$ cat config.mk
export PLATFORM = sky130hd
export DESIGN_NAME = mil_irq_logic
export DESIGN_NICKNAME = d
export VERILOG_FILES = /design/src/core/mil_pkg.sv /design/src/core/mil_ctx_if.sv /design/src/core/mil_irq_logic.sv /design/src/core/mil_context_store.sv
export SDC_FILE = /design/constraint.sdc
export NUM_CORES = 1
export LEC_CHECK = 0
export ABC_CLOCK_PERIOD_IN_PS = 6300
export BUFFER_PORTS_ARGS = -buffer_cell sky130_fd_sc_hd__buf_2
export CAP_MARGIN = 20
export CORE_ASPECT_RATIO = 0.5
export CORE_MARGIN = 5
export CORE_UTILIZATION = 47
export CTS_BUF_LIST = sky130_fd_sc_hd__clkbuf_8
export DETAILED_ROUTE_END_ITERATION = 12
export PLACE_DENSITY = 0.69
export RECOVER_POWER = 50
export SYNTH_ARGS = -nofsm -noshare
export SYNTH_HDL_FRONTEND = slang
export SYNTH_SLANG_ARGS = --single-unit
$ cat constraint.sdc
create_clock -name clk -period 6.3 [get_ports clk]
set_clock_uncertainty 0.15 [all_clocks]
set_input_delay 0.315 -clock clk [delete_from_list [all_inputs] [get_ports clk]]
set_output_delay 0.315 -clock clk [all_outputs]
set_load 0.01 [all_outputs]
$ cat src/core/mil_pkg.sv
package mil_pkg;
  localparam int ADDR_W = 4;
  localparam logic [3:0] OFF_CORE_CTRL = 4'h0;
  localparam logic [3:0] OFF_FLAGS1 = 4'h4;
  localparam logic [3:0] OFF_FLAGS2 = 4'h8;
  localparam logic [3:0] OFF_ENABLE1 = 4'hC;
  // Byte addresses that need more than 4 bits are 8 bits wide; every decode compares all 8 address bits
  localparam logic [7:0] OFF_ENABLE2 = 8'h10;
  localparam logic [7:0] OFF_IRQ_STATUS = 8'h14;
  localparam logic [7:0] OFF_IRQ_MASK = 8'h18;
  localparam logic [7:0] OFF_CPU_STATE = 8'h1C;
  // Core control bits
  localparam int BIT_GLOBAL = 7;
  localparam int BIT_GROUP = 6;
  localparam logic [7:0] CORE_RESET = 8'h00;
  localparam logic [7:0] FLAGS_RESET = 8'h00;
  localparam logic [7:0] ENABLE_RESET = 8'h00;
  localparam logic [14:0] IRQ_VECTOR = 15'h0004;
  localparam int PC_W = 15;
  // Status event bits
  localparam int EV_TAKEN = 0;
  localparam int EV_RETURN = 1;
endpackage

$ cat src/core/mil_ctx_if.sv
`timescale 1ns/1ps
interface mil_ctx_if;
  logic save;
  logic restore;
  logic [14:0] pc_in;
  logic [7:0] ctx_in;
  logic [14:0] pc_out;
  logic [7:0] ctx_out;
  modport ctrl (output save, restore, pc_in, ctx_in,
                input pc_out, ctx_out);
  modport store (input save, restore, pc_in, ctx_in,
                 output pc_out, ctx_out);
endinterface

$ cat src/core/mil_irq_logic.sv
// Our own choices: the register addresses and the Wishbone slave port.
`timescale 1ns/1ps
module mil_irq_logic #(
  parameter int STACK_DEPTH = 8
) (
  input wire logic clk, // System clock
  input wire logic sys_rst, // Synchronous reset
  input wire logic ce, // Clock enable
  input wire logic [7:0] wb_adr_i, // Byte address
  input wire logic [31:0] wb_dat_i, // Write data
  input wire logic [3:0] wb_sel_i, // Byte lanes
  input wire logic wb_we_i, // Write strobe
  input wire logic wb_cyc_i, // Cycle
  input wire logic wb_stb_i, // Strobe
  output logic [31:0] wb_dat_o, // Read data
  output logic wb_ack_o, // Acknowledge
  input wire logic [2:0] core_event_i, // Core source pulses
  input wire logic [7:0] periph1_event_i, // Flags1 source pulses
  input wire logic [7:0] periph2_event_i, // Flags2 source pulses
  input wire logic [14:0] cpu_pc_i, // Next PC from core
  input wire logic [7:0] cpu_ctx_i, // Critical registers
  input wire logic return_from_interrupt_i, // Return instruction
  output logic flush_o, // Flush prefetched word
  output logic pc_load_o, // Load PC strobe
  output logic [14:0] pc_value_o, // PC to load
  output logic [7:0] ctx_restore_o, // Restored registers
  output logic irq_o // Event interrupt level
);
  logic [7:0] core_ctrl_reg;
  logic [7:0] flags1_reg;
  logic [7:0] flags2_reg;
  logic [7:0] enable1_reg;
  logic [7:0] enable2_reg;
  logic [1:0] irq_status_reg;
  logic [1:0] irq_mask_reg;
  logic bus_req;
  logic wr_core, wr_f1, wr_f2, wr_e1, wr_e2, wr_mask;
  logic rd_status;
  logic request;
  logic take;
  logic [31:0] rd_next;
  mil_ctx_if ctx ();

  function automatic logic [7:0] merge(input logic [7:0] old,
      input logic [31:0] d, input logic lane);
    merge = lane ? d[7:0] : old;
  endfunction

  function automatic logic hit(input logic [7:0] a, input logic [7:0] o);
    hit = (a == o);
  endfunction

  assign bus_req = wb_cyc_i && wb_stb_i && !wb_ack_o;
  assign wr_core = bus_req && wb_we_i &&
                   hit(wb_adr_i, {4'h0, mil_pkg::OFF_CORE_CTRL});
  assign wr_f1 = bus_req && wb_we_i &&
                 hit(wb_adr_i, {4'h0, mil_pkg::OFF_FLAGS1});
  assign wr_f2 = bus_req && wb_we_i &&
                 hit(wb_adr_i, {4'h0, mil_pkg::OFF_FLAGS2});
  assign wr_e1 = bus_req && wb_we_i &&
                 hit(wb_adr_i, {4'h0, mil_pkg::OFF_ENABLE1});
  assign wr_e2 = bus_req && wb_we_i &&
                 hit(wb_adr_i, mil_pkg::OFF_ENABLE2);
  assign wr_mask = bus_req && wb_we_i &&
                   hit(wb_adr_i, mil_pkg::OFF_IRQ_MASK);
  assign rd_status = bus_req && !wb_we_i &&
                     hit(wb_adr_i, mil_pkg::OFF_IRQ_STATUS);

  // group enable only for peripheral banks
  assign request = core_ctrl_reg[mil_pkg::BIT_GLOBAL] &&
    ((|(core_ctrl_reg[5:3] & core_ctrl_reg[2:0])) ||
     (core_ctrl_reg[mil_pkg::BIT_GROUP] &&
      (|(flags1_reg & enable1_reg) || |(flags2_reg & enable2_reg))));
  // flags persist, so request reasserts when global returns
  assign take = ce && request && !return_from_interrupt_i;

  assign ctx.save = take;
  assign ctx.restore = ce && return_from_interrupt_i;
  assign ctx.pc_in = cpu_pc_i;
  assign ctx.ctx_in = cpu_ctx_i;

  mil_context_store #(
    .DEPTH(STACK_DEPTH)
  ) u_store (
    .clk(clk),
    .sys_rst(sys_rst),
    .ce(ce),
    .ctx(ctx)
  );

  // enables cleared, global cleared on accept, set on return
  always_ff @(posedge clk) begin
    if (sys_rst) begin
      core_ctrl_reg <= mil_pkg::CORE_RESET;
    end else if (ce) begin
      logic [7:0] v;
      v = wr_core ? merge(core_ctrl_reg, wb_dat_i, wb_sel_i[0])
                  : core_ctrl_reg;
      // core flags set regardless, set wins over clear
      v[2:0] = v[2:0] | core_event_i;
      if (take) begin
        v[mil_pkg::BIT_GLOBAL] = 1'b0;
      end else if (return_from_interrupt_i) begin
        v[mil_pkg::BIT_GLOBAL] = 1'b1;
      end
      core_ctrl_reg <= v;
    end
  end

  // bit order follows event port order 7..0
  always_ff @(posedge clk) begin
    if (sys_rst) begin
      flags1_reg <= mil_pkg::FLAGS_RESET;
      flags2_reg <= mil_pkg::FLAGS_RESET;
    end else if (ce) begin
      flags1_reg <= (wr_f1 ? merge(flags1_reg, wb_dat_i, wb_sel_i[0])
                           : flags1_reg) | periph1_event_i;
      flags2_reg <= (wr_f2 ? merge(flags2_reg, wb_dat_i, wb_sel_i[0])
                           : flags2_reg) | periph2_event_i;
    end
  end

  always_ff @(posedge clk) begin
    if (sys_rst) begin
      enable1_reg <= mil_pkg::ENABLE_RESET;
      enable2_reg <= mil_pkg::ENABLE_RESET;
      irq_mask_reg <= 2'h0;
    end else if (ce) begin
      if (wr_e1) enable1_reg <= merge(enable1_reg, wb_dat_i, wb_sel_i[0]);
      if (wr_e2) enable2_reg <= merge(enable2_reg, wb_dat_i, wb_sel_i[0]);
      if (wr_mask && wb_sel_i[0]) irq_mask_reg <= wb_dat_i[1:0];
    end
  end

  // Sticky events, read clears, new event wins
  always_ff @(posedge clk) begin
    if (sys_rst) begin
      irq_status_reg <= 2'h0;
    end else if (ce) begin
      irq_status_reg <= (rd_status ? 2'h0 : irq_status_reg) |
        {return_from_interrupt_i, take};
    end
  end

  always_ff @(posedge clk) begin
    if (sys_rst) begin
      irq_o <= 1'b0;
    end else if (ce) begin
      irq_o <= |(irq_status_reg & irq_mask_reg);
    end
  end

  // flush, vector load; return loads popped PC
  always_ff @(posedge clk) begin
    if (sys_rst) begin
      flush_o <= 1'b0;
      pc_load_o <= 1'b0;
      pc_value_o <= 15'h0000;
      ctx_restore_o <= 8'h00;
    end else if (ce) begin
      flush_o <= take;
      pc_load_o <= take || return_from_interrupt_i;
      if (take) begin
        pc_value_o <= mil_pkg::IRQ_VECTOR;
      end else if (return_from_interrupt_i) begin
        pc_value_o <= ctx.pc_out;
        ctx_restore_o <= ctx.ctx_out;
      end
    end
  end

  always_comb begin
    rd_next = 32'h0000_0000;
    unique case (wb_adr_i)
      {4'h0, mil_pkg::OFF_CORE_CTRL}: rd_next[7:0] = core_ctrl_reg;
      {4'h0, mil_pkg::OFF_FLAGS1}: rd_next[7:0] = flags1_reg;
      {4'h0, mil_pkg::OFF_FLAGS2}: rd_next[7:0] = flags2_reg;
      {4'h0, mil_pkg::OFF_ENABLE1}: rd_next[7:0] = enable1_reg;
      mil_pkg::OFF_ENABLE2: rd_next[7:0] = enable2_reg;
      mil_pkg::OFF_IRQ_STATUS: rd_next[1:0] = irq_status_reg;
      mil_pkg::OFF_IRQ_MASK: rd_next[1:0] = irq_mask_reg;
      mil_pkg::OFF_CPU_STATE: rd_next[0] = request;
      default: rd_next = 32'h0000_0000;
    endcase
  end

  // Single-wait ack; unmapped reads give zero, writes ignored
  always_ff @(posedge clk) begin
    if (sys_rst) begin
      wb_ack_o <= 1'b0;
      wb_dat_o <= 32'h0000_0000;
    end else if (ce) begin
      wb_ack_o <= bus_req;
      if (bus_req && !wb_we_i) wb_dat_o <= rd_next;
    end
  end

  a_take_clears_global: assert property (@(posedge clk) disable iff (sys_rst)
    take |=> !core_ctrl_reg[mil_pkg::BIT_GLOBAL])
    else $error("global enable not cleared on accept");
  a_take_vector: assert property (@(posedge clk) disable iff (sys_rst)
    take |=> pc_load_o && flush_o && pc_value_o == mil_pkg::IRQ_VECTOR)
    else $error("vector not loaded");
  a_ret_sets_global: assert property (@(posedge clk) disable iff (sys_rst)
    ce && return_from_interrupt_i |=> core_ctrl_reg[mil_pkg::BIT_GLOBAL])
    else $error("return did not set global");
  a_event_recorded: assert property (@(posedge clk) disable iff (sys_rst)
    ce && periph1_event_i[0] |=> flags1_reg[0])
    else $error("flag event lost");
  a_no_take_global: assert property (@(posedge clk) disable iff (sys_rst)
    !core_ctrl_reg[mil_pkg::BIT_GLOBAL] |-> !take)
    else $error("taken with global clear");
  a_group_gate: assert property (@(posedge clk) disable iff (sys_rst)
    !core_ctrl_reg[mil_pkg::BIT_GROUP] &&
    !(|(core_ctrl_reg[5:3] & core_ctrl_reg[2:0])) |-> !request)
    else $error("request without group enable");
  a_reset_clear: assert property (@(posedge clk)
    $fell(sys_rst) |-> core_ctrl_reg == 8'h00 && enable1_reg == 8'h00)
    else $error("enables not cleared by reset");
  // pending flag serviced after global set
  a_pending_serviced: assert property (@(posedge clk) disable iff (sys_rst)
    ce && !return_from_interrupt_i && request |-> take)
    else $error("pending request not serviced");
  a_flag_write: assert property (@(posedge clk) disable iff (sys_rst)
    ce && wr_f1 && wb_sel_i[0] && periph1_event_i == 8'h00
    |=> flags1_reg == $past(wb_dat_i[7:0]))
    else $error("flag write lost");
endmodule

$ cat src/core/mil_context_store.sv
`timescale 1ns/1ps
module mil_context_store #(
  parameter int DEPTH = 8
) (
  input wire logic clk, // System clock
  input wire logic sys_rst, // Synchronous reset
  input wire logic ce, // Clock enable
  mil_ctx_if.store ctx // Save and restore port
);
  logic [14:0] stack_mem [DEPTH];
  logic [$clog2(DEPTH)-1:0] sp_reg;
  logic [7:0] shadow_reg;
  logic [$clog2(DEPTH)-1:0] top;

  assign top = sp_reg - 1'b1;
  assign ctx.pc_out = stack_mem[top];
  assign ctx.ctx_out = shadow_reg;

  always_ff @(posedge clk) begin
    if (sys_rst) begin
      sp_reg <= '0;
    end else if (ce) begin
      if (ctx.save) begin
        sp_reg <= sp_reg + 1'b1;
      end else if (ctx.restore) begin
        sp_reg <= top;
      end
    end
  end

  // Stack array has no reset, only pointer matters
  always_ff @(posedge clk) begin
    if (ce && ctx.save) begin
      stack_mem[sp_reg] <= ctx.pc_in;
    end
  end

  always_ff @(posedge clk) begin
    if (sys_rst) begin
      shadow_reg <= 8'h00;
    end else if (ce && ctx.save) begin
      shadow_reg <= ctx.ctx_in;
    end
  end
endmodule

==> Word level (Yosys, flattened, before mapping) <==
Memory sizes are Yosys's and may differ from the RTL's.
Index checks and enable logic that the tools add are counted.
{ "totals": {"ff_bits": 90, "ramBits": 120, "out_inout_bits": 59, "elab_cells": 97, "n_memories": 1} }
{ "classes": {"n_addsub": 2, "n_eq_ne": 7, "muxes": 18, "bitwise": 9, "n_reduce_logical": 42} }
{ "mem_list": {"columns": ["memory", "depth", "word_bits", "rd", "rd_clocked_by_memory_dff", "write_ports", "line_no", "source"], "rows": [
  ["u_store.stack_mem", 8, 15, 1, 0, 1, "mil_context_store.sv:10", "logic [14:0] stack_mem [DEPTH];"]
]} }
{ "ops": {"columns": ["op", "n"], "rows": [
  ["8-bit 2-to-1 mux", 6],
  ["8-bit by 5-bit == test with 1-bit output (second input constant)", 4],
  ["15-bit 2-to-1 mux", 2],
  ["6-bit one-hot mux with 5 select lines", 1],
  ["1-bit logical AND", 18],
  ["8-bit AND", 2],
  ["8-bit by 4-bit == test with 1-bit output (second input constant)", 2],
  ["8-bit bitwise OR", 2],
  ["8-bit OR reduction", 2],
  ["3-bit AND reduction", 5],
  ["8-bit by 3-bit == test with 1-bit output (second input constant)", 1],
  ["8-bit logical NOT", 1],
  ["1-bit one-hot mux with 8 select lines", 1],
  ["2-bit AND reduction", 4],
  ["1-bit one-hot mux with 7 select lines", 1],
  ["3-bit 2-to-1 mux", 2],
  ["3-bit nonzero test", 2],
  ["1-bit 2-to-1 mux", 4],
  ["2-bit nonzero test", 2],
  ["3-bit by 1-bit adder with 3-bit output (second input constant)", 1],
  ["3-bit AND", 1],
  ["1-bit logical NOT", 3],
  ["1-bit logical OR", 3],
  ["3-bit bitwise OR", 1],
  ["other kinds (7)", 7]
]} }

==> Logic depth before layout (Yosys ltp) <==
Gate-level depths: netlist of run 1.
{ "depth": {"word_depth": 11, "depth_mapped": 10, "ltp_nobuf": 7} }

==> Cells and area by module <==
A second synthesis of run 1 with hierarchy kept.
{ "hier_totals": {"hier_cells": 654, "hier_area_um2": 8705.8} }
{ "modules_own_cells": {"columns": ["module", "instances", "cells_per_inst", "area_per_inst_um2"], "rows": [
  ["mil_context_store", 1, 246, 5078.6],
  ["mil_irq_logic", 1, 408, 3627.2]
]} }

==> Worst setup path before layout of run 1 <==
OpenSTA, ideal clock, no wires.
{ "synth_path": {"path_type": "reg2reg", "from": "register flags1_reg[2]", "to": "memory u_store.stack_mem[2][0] (enable)", "t_arrival_ns": 2.487, "t_required_ns": 5.724, "setup_slack_ns": 3.237, "stages_incl_launch_ff": 7, "path_buffers": 0, "synth_period_minus_slack_ns": 3.063, "cell_sequence": "dfxtp_1 -> a22o_1 -> a221oi_2 -> and4_1 -> o22ai_1 -> nand2_1 -> nor4_1"} }
{ "synth_between": {"elab_chain_len": 11} }
{ "synth_rtl": {"columns": ["element", "line_no", "source"], "rows": [
  ["start: declaration", "mil_irq_logic.sv:30", "logic [7:0] flags1_reg;"],
  ["start signal: assignment", "mil_irq_logic.sv:113", "flags1_reg <= mil_pkg::FLAGS_RESET;"],
  ["start signal: assignment", "mil_irq_logic.sv:116", "flags1_reg <= (wr_f1 ? merge(flags1_reg, wb_dat_i, wb_sel_i[0])"],
  ["8-bit AND", "mil_irq_logic.sv:73", "(|(flags1_reg & enable1_reg) || |(flags2_reg & enable2_reg))));"],
  ["8-bit OR reduction", "mil_irq_logic.sv:73", null],
  ["1-bit logical OR", "mil_irq_logic.sv:73", null],
  ["1-bit logical AND", "mil_irq_logic.sv:72", "(core_ctrl_reg[mil_pkg::BIT_GROUP] &&"],
  ["1-bit logical OR", "mil_irq_logic.sv:71", "((|(core_ctrl_reg[5:3] & core_ctrl_reg[2:0])) ||"],
  ["1-bit logical AND", "mil_irq_logic.sv:70", "assign request = core_ctrl_reg[mil_pkg::BIT_GLOBAL] &&"],
  ["1-bit logical AND (2 in series)", "mil_irq_logic.sv:75", "assign take = ce && request && !return_from_interrupt_i;"],
  ["1-bit logical AND", "mil_context_store.sv:33", "if (ce && ctx.save) begin"],
  ["1-bit 2-to-1 mux", "mil_context_store.sv:33", null],
  ["1-bit 2-to-1 mux (not written as such)", "mil_context_store.sv:34", "stack_mem[sp_reg] <= ctx.pc_in;"],
  ["end: declaration", "mil_context_store.sv:10", null]
]} }
No other way between the ends.

==> Worst setup path in the final report of run 1 <==
{ "layout_path": {"from": "register u_store.sp_reg[0]", "to": "register pc_value_o[1]"} }
{ "layout_between": {"elab_chain_len": 4} }
{ "layout_rtl": {"columns": ["element", "line_no", "source"], "rows": [
  ["start: declaration", "mil_context_store.sv:11", "logic [$clog2(DEPTH)-1:0] sp_reg;"],
  ["start signal: assignment", "mil_context_store.sv:24", "sp_reg <= sp_reg + 1'b1;"],
  ["start signal: assignment", "mil_context_store.sv:26", "sp_reg <= top;"],
  ["3-bit by 1-bit subtractor with 3-bit output", "mil_context_store.sv:15", "assign top = sp_reg - 1'b1;"],
  ["memory read 8 x 15 bit", null, null],
  ["15-bit 2-to-1 mux", "mil_irq_logic.sv:165", "end else if (return_from_interrupt_i) begin"],
  ["15-bit 2-to-1 mux", "mil_irq_logic.sv:163", "if (take) begin"],
  ["end signal: assignment", "mil_irq_logic.sv:164", "pc_value_o <= mil_pkg::IRQ_VECTOR;"],
  ["end signal: assignment", "mil_irq_logic.sv:166", "pc_value_o <= ctx.pc_out;"],
  ["end: declaration", "mil_irq_logic.sv:25", "output logic [14:0] pc_value_o,"]
]} }
No other way between the ends. The select of a mux whose other input is x is not followed.
A chain may end at the register's enable or synchronous reset.

==> flow_summary.ini, run 1 <==
[layout]
largest_reg_flops = 120
area_growth_pct = 18.1
fin_cells = 1129
drive_gt1_share_pct = 17.3
reg_top3 = u_store.stack_mem: 120 flops, pc_value_o: 15 flops
top_register = u_store.stack_mem
fill_cells = 1526
nets = 942

[yosys]
syn_area_per_cell_sq_um = 12.7
seq_area_frac_synth_pct = 61.1
synth_mux_area_share_pct = 12.5
post-synth-top-count-cell = edfxtp_1
netlist_area_sq_mm = 0.00884
synth-edff-count = 120
yosys.area_share.simple_pct = 9.64
yosysUniqueCellTypes = 48
yosys_warnings = 0
postSynthCellCount = 698
synth_top_family_by_area = multiplexers
synth_ff_type = edfxtp_1
synth_common_cells = edfxtp_1 (120), nor2_1 (95), dfxtp_1 (90), a21oi_1 (46), nand2_1 (42)
yosysTopAreaCell = edfxtp_1
async_flop_share_pct = 0
synth_xor_xnor_area_share_pct = 0.382
synth_seq_cells = 210
yosys.area.top_type_share_pct = 40.8
synth_compound_area_share_pct = 10.4
yosys.area_share.adder_pct = 0.283
ys_top_cells_by_area = edfxtp_1 (41%), dfxtp_1 (20%), mux4_2 (7.6%), mux2i_1 (4.3%), nor2_1 (4.0%)

[drt]
num_vias = 6030
dr.pass1.iters = 4
drc = 0
viasPerCell = 5.34
drtIter0Drc = 384
routed_wirelength_microns = 20800
wl_per_cell_microns = 18.4
drt.antenna.violating_nets = 0

[timing]
finalSetupViolations = 0
hold_slack_ns = 0.148
slew_violations = 0
tightest_slew_ns = 1.18
post-route-min-period_ns = 3.11
setup_slack_ns = 3.19
fin_setup_tns_ns = 0
relSlewSlack_pct = 21.5
fin_crit_sh_pct = 49.4
max_freq_mhz = 322
rsz0062_at_grt = false
hold_viol_final = 0

[placed_design]
gp_congestion = 0.807
port_buffers = 100
post-place-cells = 1019
dp_slack_ns = 3.14
hpwl_microns = 13200

[global_route]
grt_pass1_vias = 6127
antenna_found_initial = 1
track_usage_pct = 18.9
grt_pass1_wl_microns = 32600
grt_max_degree = 48
grt_overflow_total = 0

[critical_path]
critical_path_class = reg -> reg
ff2ff_setup_slack_ns = 3.19
cp_max_fo = 36
reg2reg_from = u_store.sp_reg[0]
critPathLaunchType = flop
end_kind = flop
arrival_ns = 3.35
rr_worst_depth = 9
critPathRequiredTime_ns = 6.54
r2r-end = pc_value_o[1]

[clocking]
path_clk_slew_ns = 0.07
cts.sinks = 210
tritoncts = built
cts_root_buffer = clkbuf_8
clockBufferDepth = 3
numCtsBuffers = 30
insertion_delay_ns = 0.58
post_cts_buffers = 0
htreeDepth = 1

[outcome]
status = finished clean

[die]
core-area_sq_mm = 0.0184
die_width_microns = 204
initial_utilization_pct = 47.9
row_count = 35
die_area_sq_mm = 0.0218
die_y_microns = 107
num_io_pins = 152

[hold_path]
worstHoldStart = wb_cyc_i
hold_path_end = wb_dat_o[0]
hold_class = in -> reg
hold_depth = 4

[power_and_ir_drop]
powerDensity_mw_per_mm2 = 262
total_power_w = 0.00274
p_leak_nw = 3.73
vdd_drop_max_mv = 0.151

[job]
maxCapViolCount = 0
==> worst max-delay path, stage by stage, from the launching register on <==
cell and delay, ns:
dfxtp_2 0.31, buf_4 0.53, inv_1 0.19, ha_1 0.50
buf_4 0.41, mux4_2 0.37, mux2i_1 0.14, nor2_1 0.08
a21oi_1 0.17, nor2_1 0.05
==> logic make-up after synthesis <==
| kind of cell | count (synthesis) |
|---|---|
| DFF | 210 |
| and+or+nand+nor | 190 |
| AOI/OAI and AO/OA | 128 |
| buffers and inverters | 92 |
| muxes | 72 |
| xor gates and xnor gates | 3 |
| adders and majority gates | 2 |
| other | 1 |
==> layer usage <==
layer	vias to the layer above	global-route usage (%)	routed length (microns)
met5	-	0	0
li1	2841	-	-
met4	0	4.63	299
met1	2977	25.7	9340
met2	182	31.8	10000
met3	30	3.54	1140
==> worst max path at each step <==
stage                            startpoint                      end  slack, ns  depth (start not counted)
after floorplan               flags1_reg[2]  u_store.stack_mem[2][0]       3.24                          6
after global placement    u_store.sp_reg[0]            pc_value_o[1]       3.19                          9
after detailed placement  u_store.sp_reg[0]            pc_value_o[1]       3.14                          9
after CTS                 u_store.sp_reg[0]            pc_value_o[1]       3.09                          9
after global routing      u_store.sp_reg[0]            pc_value_o[1]       2.87                          9
final                     u_store.sp_reg[0]            pc_value_o[1]       3.19                          9
==> layout by cell type (no fill, tap or decap), types with 33 or more instances in the layout <==
| cell | n |
|---|---|
| edfxtp_1 | 120 |
| a21oi_1 | 46 |
| nor2_1 | 89 |
| nand2_1 | 42 |
| buf_2 | 48 |
| clkbuf_8 | 33 |
| inv_1 | 43 |
| dlygate4sd3_1 | 55 |
| dfxtp_1 | 89 |
| mux2i_1 | 38 |
| clkbuf_1 | 53 |
==> power by group <==
| group | total (W) | internal [W] | leakage, nW | switching (W) |
|---|---|---|---|---|
| Clock | 0.000991 | 0.000481 | 0.347 | 0.000510 |
| Sequential | 0.00148 | 0.00147 | 1.81 | 0.0000164 |
| Combinational | 0.000262 | 0.000119 | 1.57 | 0.000143 |
| Total | 0.00274 | 0.00207 | 3.73 | 0.000670 |
==> through the flow <==
stage / instance area (sq um) / util, %
3_3_place_gp: 9420 / 51.1
2_1_floorplan: 8930 / -
4_1_cts: 10500 / 57.0
6_report: 10400 / 56.6
3_5_place_dp: 9420 / 51.1
5_1_grt: 10400 / 56.6
==> cell type report <==
cell class	count	area (sq um)	area share (%)
Antenna cell	1	2.50	0.0240
Clock buffer	33	454	4.35
Clock inverter	21	91.3	0.875
Inverter	24	90.1	0.863
Multi-Input combinational cell	419	3040	29.1
Sequential cell	210	5410	51.8
Tap cell	259	324	3.10
Timing Repair Buffer	162	1030	9.91
==> what timing repair did <==
action	CTS	global route
hold endpoints to repair	171	0
resized for setup	0	0
hold buffers	55	0
No activity file was read; power rests on OpenSTA's default activity.
==> run 2, diff against run 1 <==
--- a/config.mk
+++ b/config.mk
@@ -5,7 +5,7 @@
 export SDC_FILE = /design/constraint.sdc
 export NUM_CORES = 1
 export LEC_CHECK = 0
-export ABC_CLOCK_PERIOD_IN_PS = 6300
+export ABC_CLOCK_PERIOD_IN_PS = 2800
 export BUFFER_PORTS_ARGS = -buffer_cell sky130_fd_sc_hd__buf_2
 export CAP_MARGIN = 20
 export CORE_ASPECT_RATIO = 0.5
@@ -13,7 +13,7 @@
 export CORE_UTILIZATION = 47
 export CTS_BUF_LIST = sky130_fd_sc_hd__clkbuf_8
 export DETAILED_ROUTE_END_ITERATION = 12
-export PLACE_DENSITY = 0.69
+export PLACE_DENSITY = 0.71
 export RECOVER_POWER = 50
 export SYNTH_ARGS = -nofsm -noshare
 export SYNTH_HDL_FRONTEND = slang
==> constraint.sdc (replaced) <==
create_clock -name clk -period 2.8 [get_ports clk]
set_clock_uncertainty 0.15 [all_clocks]
set_input_delay 0.14 -clock clk [delete_from_list [all_inputs] [get_ports clk]]
set_output_delay 0.14 -clock clk [all_outputs]
set_load 0.01 [all_outputs]
==> run 2 against run 1 <==
Effect of this change: final cell count up 2.8%; register-to-register slack worse by 3.0 ns; combinational power up 130%; the flow now finishes with violations (max-capacitance violations, max-slew violations); critical path type unchanged; sequential power up 130%; sequential cell count unchanged; setup slack worse by 3.0 ns; critical path depth down 1; final area up 3.4%; non-clock buffer count up 32; count of clock-buffer cells in the layout up 5; wire length up 4.0%.
==> flow_summary.ini, run 2 (same netlist as run 1, synthesis figures left out) <==
[die]
die_area_sq_mm = 0.0218
initial_utilization_pct = 47.9
die_y_microns = 107
row_count = 35
num_io_pins = 152
die_width_microns = 204
core-area_sq_mm = 0.0184

[layout]
largest_reg_flops = 120
nets = 973
multi_input_area_sq_mm = 0.00304
seqCellArea_sq_mm = 0.00541
area_growth_pct = 22.1
design_area_sq_mm = 0.0108
drive_gt1_share_pct = 19.3
final_cell_mix = edfxtp_1 (120), nor2_1 (92), dfxtp_1 (89), dlygate4sd3_1 (69), clkbuf_1 (51)
top_register = u_store.stack_mem
fill_cells = 1488
layout_commonest_cell = edfxtp_1
reg_top3 = u_store.stack_mem: 120 flops, pc_value_o: 15 flops

[critical_path]
critPathLaunchType = flop
crit_chain = a22o_1, a221oi_2, and4_1, o22ai_1, buf_4, mux2i_1, nor2_1, dlygate4sd3_1
cp_max_fo = 11
critical_path_class = reg -> reg
end_kind = flop
arrival_ns = 2.89
critPathRequiredTime_ns = 3.07
crit_slowest_cell = dlygate4sd3_1
crit_start = enable1_reg[2]
reg2reg_from = enable1_reg[2]
max_stage_delay_ns = 0.64

[timing]
slew_violations = 38
rsz0062_at_grt = false
fin_setup_tns_ns = 0
fin_crit_sh_pct = 93.6
finalSetupViolations = 0
tightest_slew_ns = 1.73
relSlewSlack_pct = -15.5
hold_viol_final = 0
post-route-min-period_ns = 2.62
max_freq_mhz = 382

[clocking]
htreeDepth = 1
cts.sinks = 210
path_clk_slew_ns = 0.07
tritoncts = built
cts_root_buffer = clkbuf_8
numCtsBuffers = 29
insertion_delay_ns = 0.55
clockBufferDepth = 3

[power_and_ir_drop]
p_leak_nw = 3.92
powerDensity_mw_per_mm2 = 593
total_power_w = 0.00640
vdd_drop_max_mv = 0.320

[drt]
drt.antenna.violating_nets = 0
viasPerCell = 5.34
dr.pass1.iters = 5
drtIter0Drc = 495
wl_per_cell_microns = 18.6
routed_wirelength_microns = 21600
drc = 0
num_vias = 6198

[global_route]
grt_max_degree = 38
track_usage_pct = 19.7
grt_pass1_wl_microns = 34200
grt_overflow_total = 0
antenna_found_initial = 0
grt_pass1_vias = 6314

[placed_design]
port_buffers = 100
hpwl_microns = 13700
placed_area_sq_mm = 0.00957
gp_congestion = 0.816

[job]
maxCapViolCount = 1

[hold_path]
worstHoldStart = wb_adr_i[2]
hold_class = in -> reg

[outcome]
violations = max-capacitance violations, max-slew violations
status = complete, but fails checks
run 2: changes by cell type in the layout (fill, tap and decap cells not counted), moves of 3 or more:
cell,previous run,this run
buf_4,6,23
dlygate4sd3_1,55,69
inv_1,43,35
clkbuf_8,33,38
nor2_1,89,92
nor2_2,6,3
run 2: path summary, 6_finish.rpt:
path                            end  slack [ns]  cells past startpoint
max          u_store.ctx.ctx_out[0]        0.18                      8
min                     wb_dat_o[1]        0.06                      3
max reg2reg  u_store.ctx.ctx_out[0]        0.18                      8
min reg2reg        ctx_restore_o[0]        0.31                      2
run 2: routing by layer:
metal / part of all wire (%) / track usage, % / up-vias
met5: 0 / 0 / -
met4: 1.9 / 5.06 / 0
met3: 6.7 / 3.41 / 39
met2: 49 / 33.6 / 222
met1: 42 / 26.5 / 3043
li1: - / - / 2894
run 2: critical path, delay by kind of cell (launching register included):
family,cells,cell delay (ns)
AO/OA/AOI/OAI,3,0.60
buffers and inverters,2,0.85
flip-flops,1,0.33
multiplexers,1,0.16
AND/OR/NAND/NOR,2,0.40
run 2: cell type report:
class | count | area share [%]
sequential | 210 | 50.1
timing repair buffer | 194 | 12.1
tap | 259 | 3.00
inverter | 24 | 0.834
clock inverter | 16 | 0.892
antenna | 1 | 0.0232
multi-input combinational | 419 | 28.2
clock buffer | 38 | 4.84
run 2: what timing repair did:
action | 4_1_cts | 5_1_grt
hold buffers | 69 | 0
endpoints found under the setup margin | 9 | 10
endpoints found under the hold margin | 194 | 0
gates cloned | 0 | 0
buffers inserted | 0 | 0
gates resized for setup | 2 | 1
run 2: metrics by stage:
step	worst slack, ns	hold slack [ns]	util (%)	cells
finish	0.180	0.0612	58.6	1161
global route	0.0416	0.0595	58.5	1160
CTS	0.00419	0.00888	59.0	1160
detailed placement	0.0359	0.232	51.9	1037
global placement	0.169	0.231	51.9	1037
floorplan	0.333	0.0889	-	721
run 2: report_power, final:
group	switching (W)	internal, W	total, W
clock network	0.00114	0.00131	0.00245
registers	0.0000382	0.00330	0.00334
logic	0.000327	0.000281	0.000608
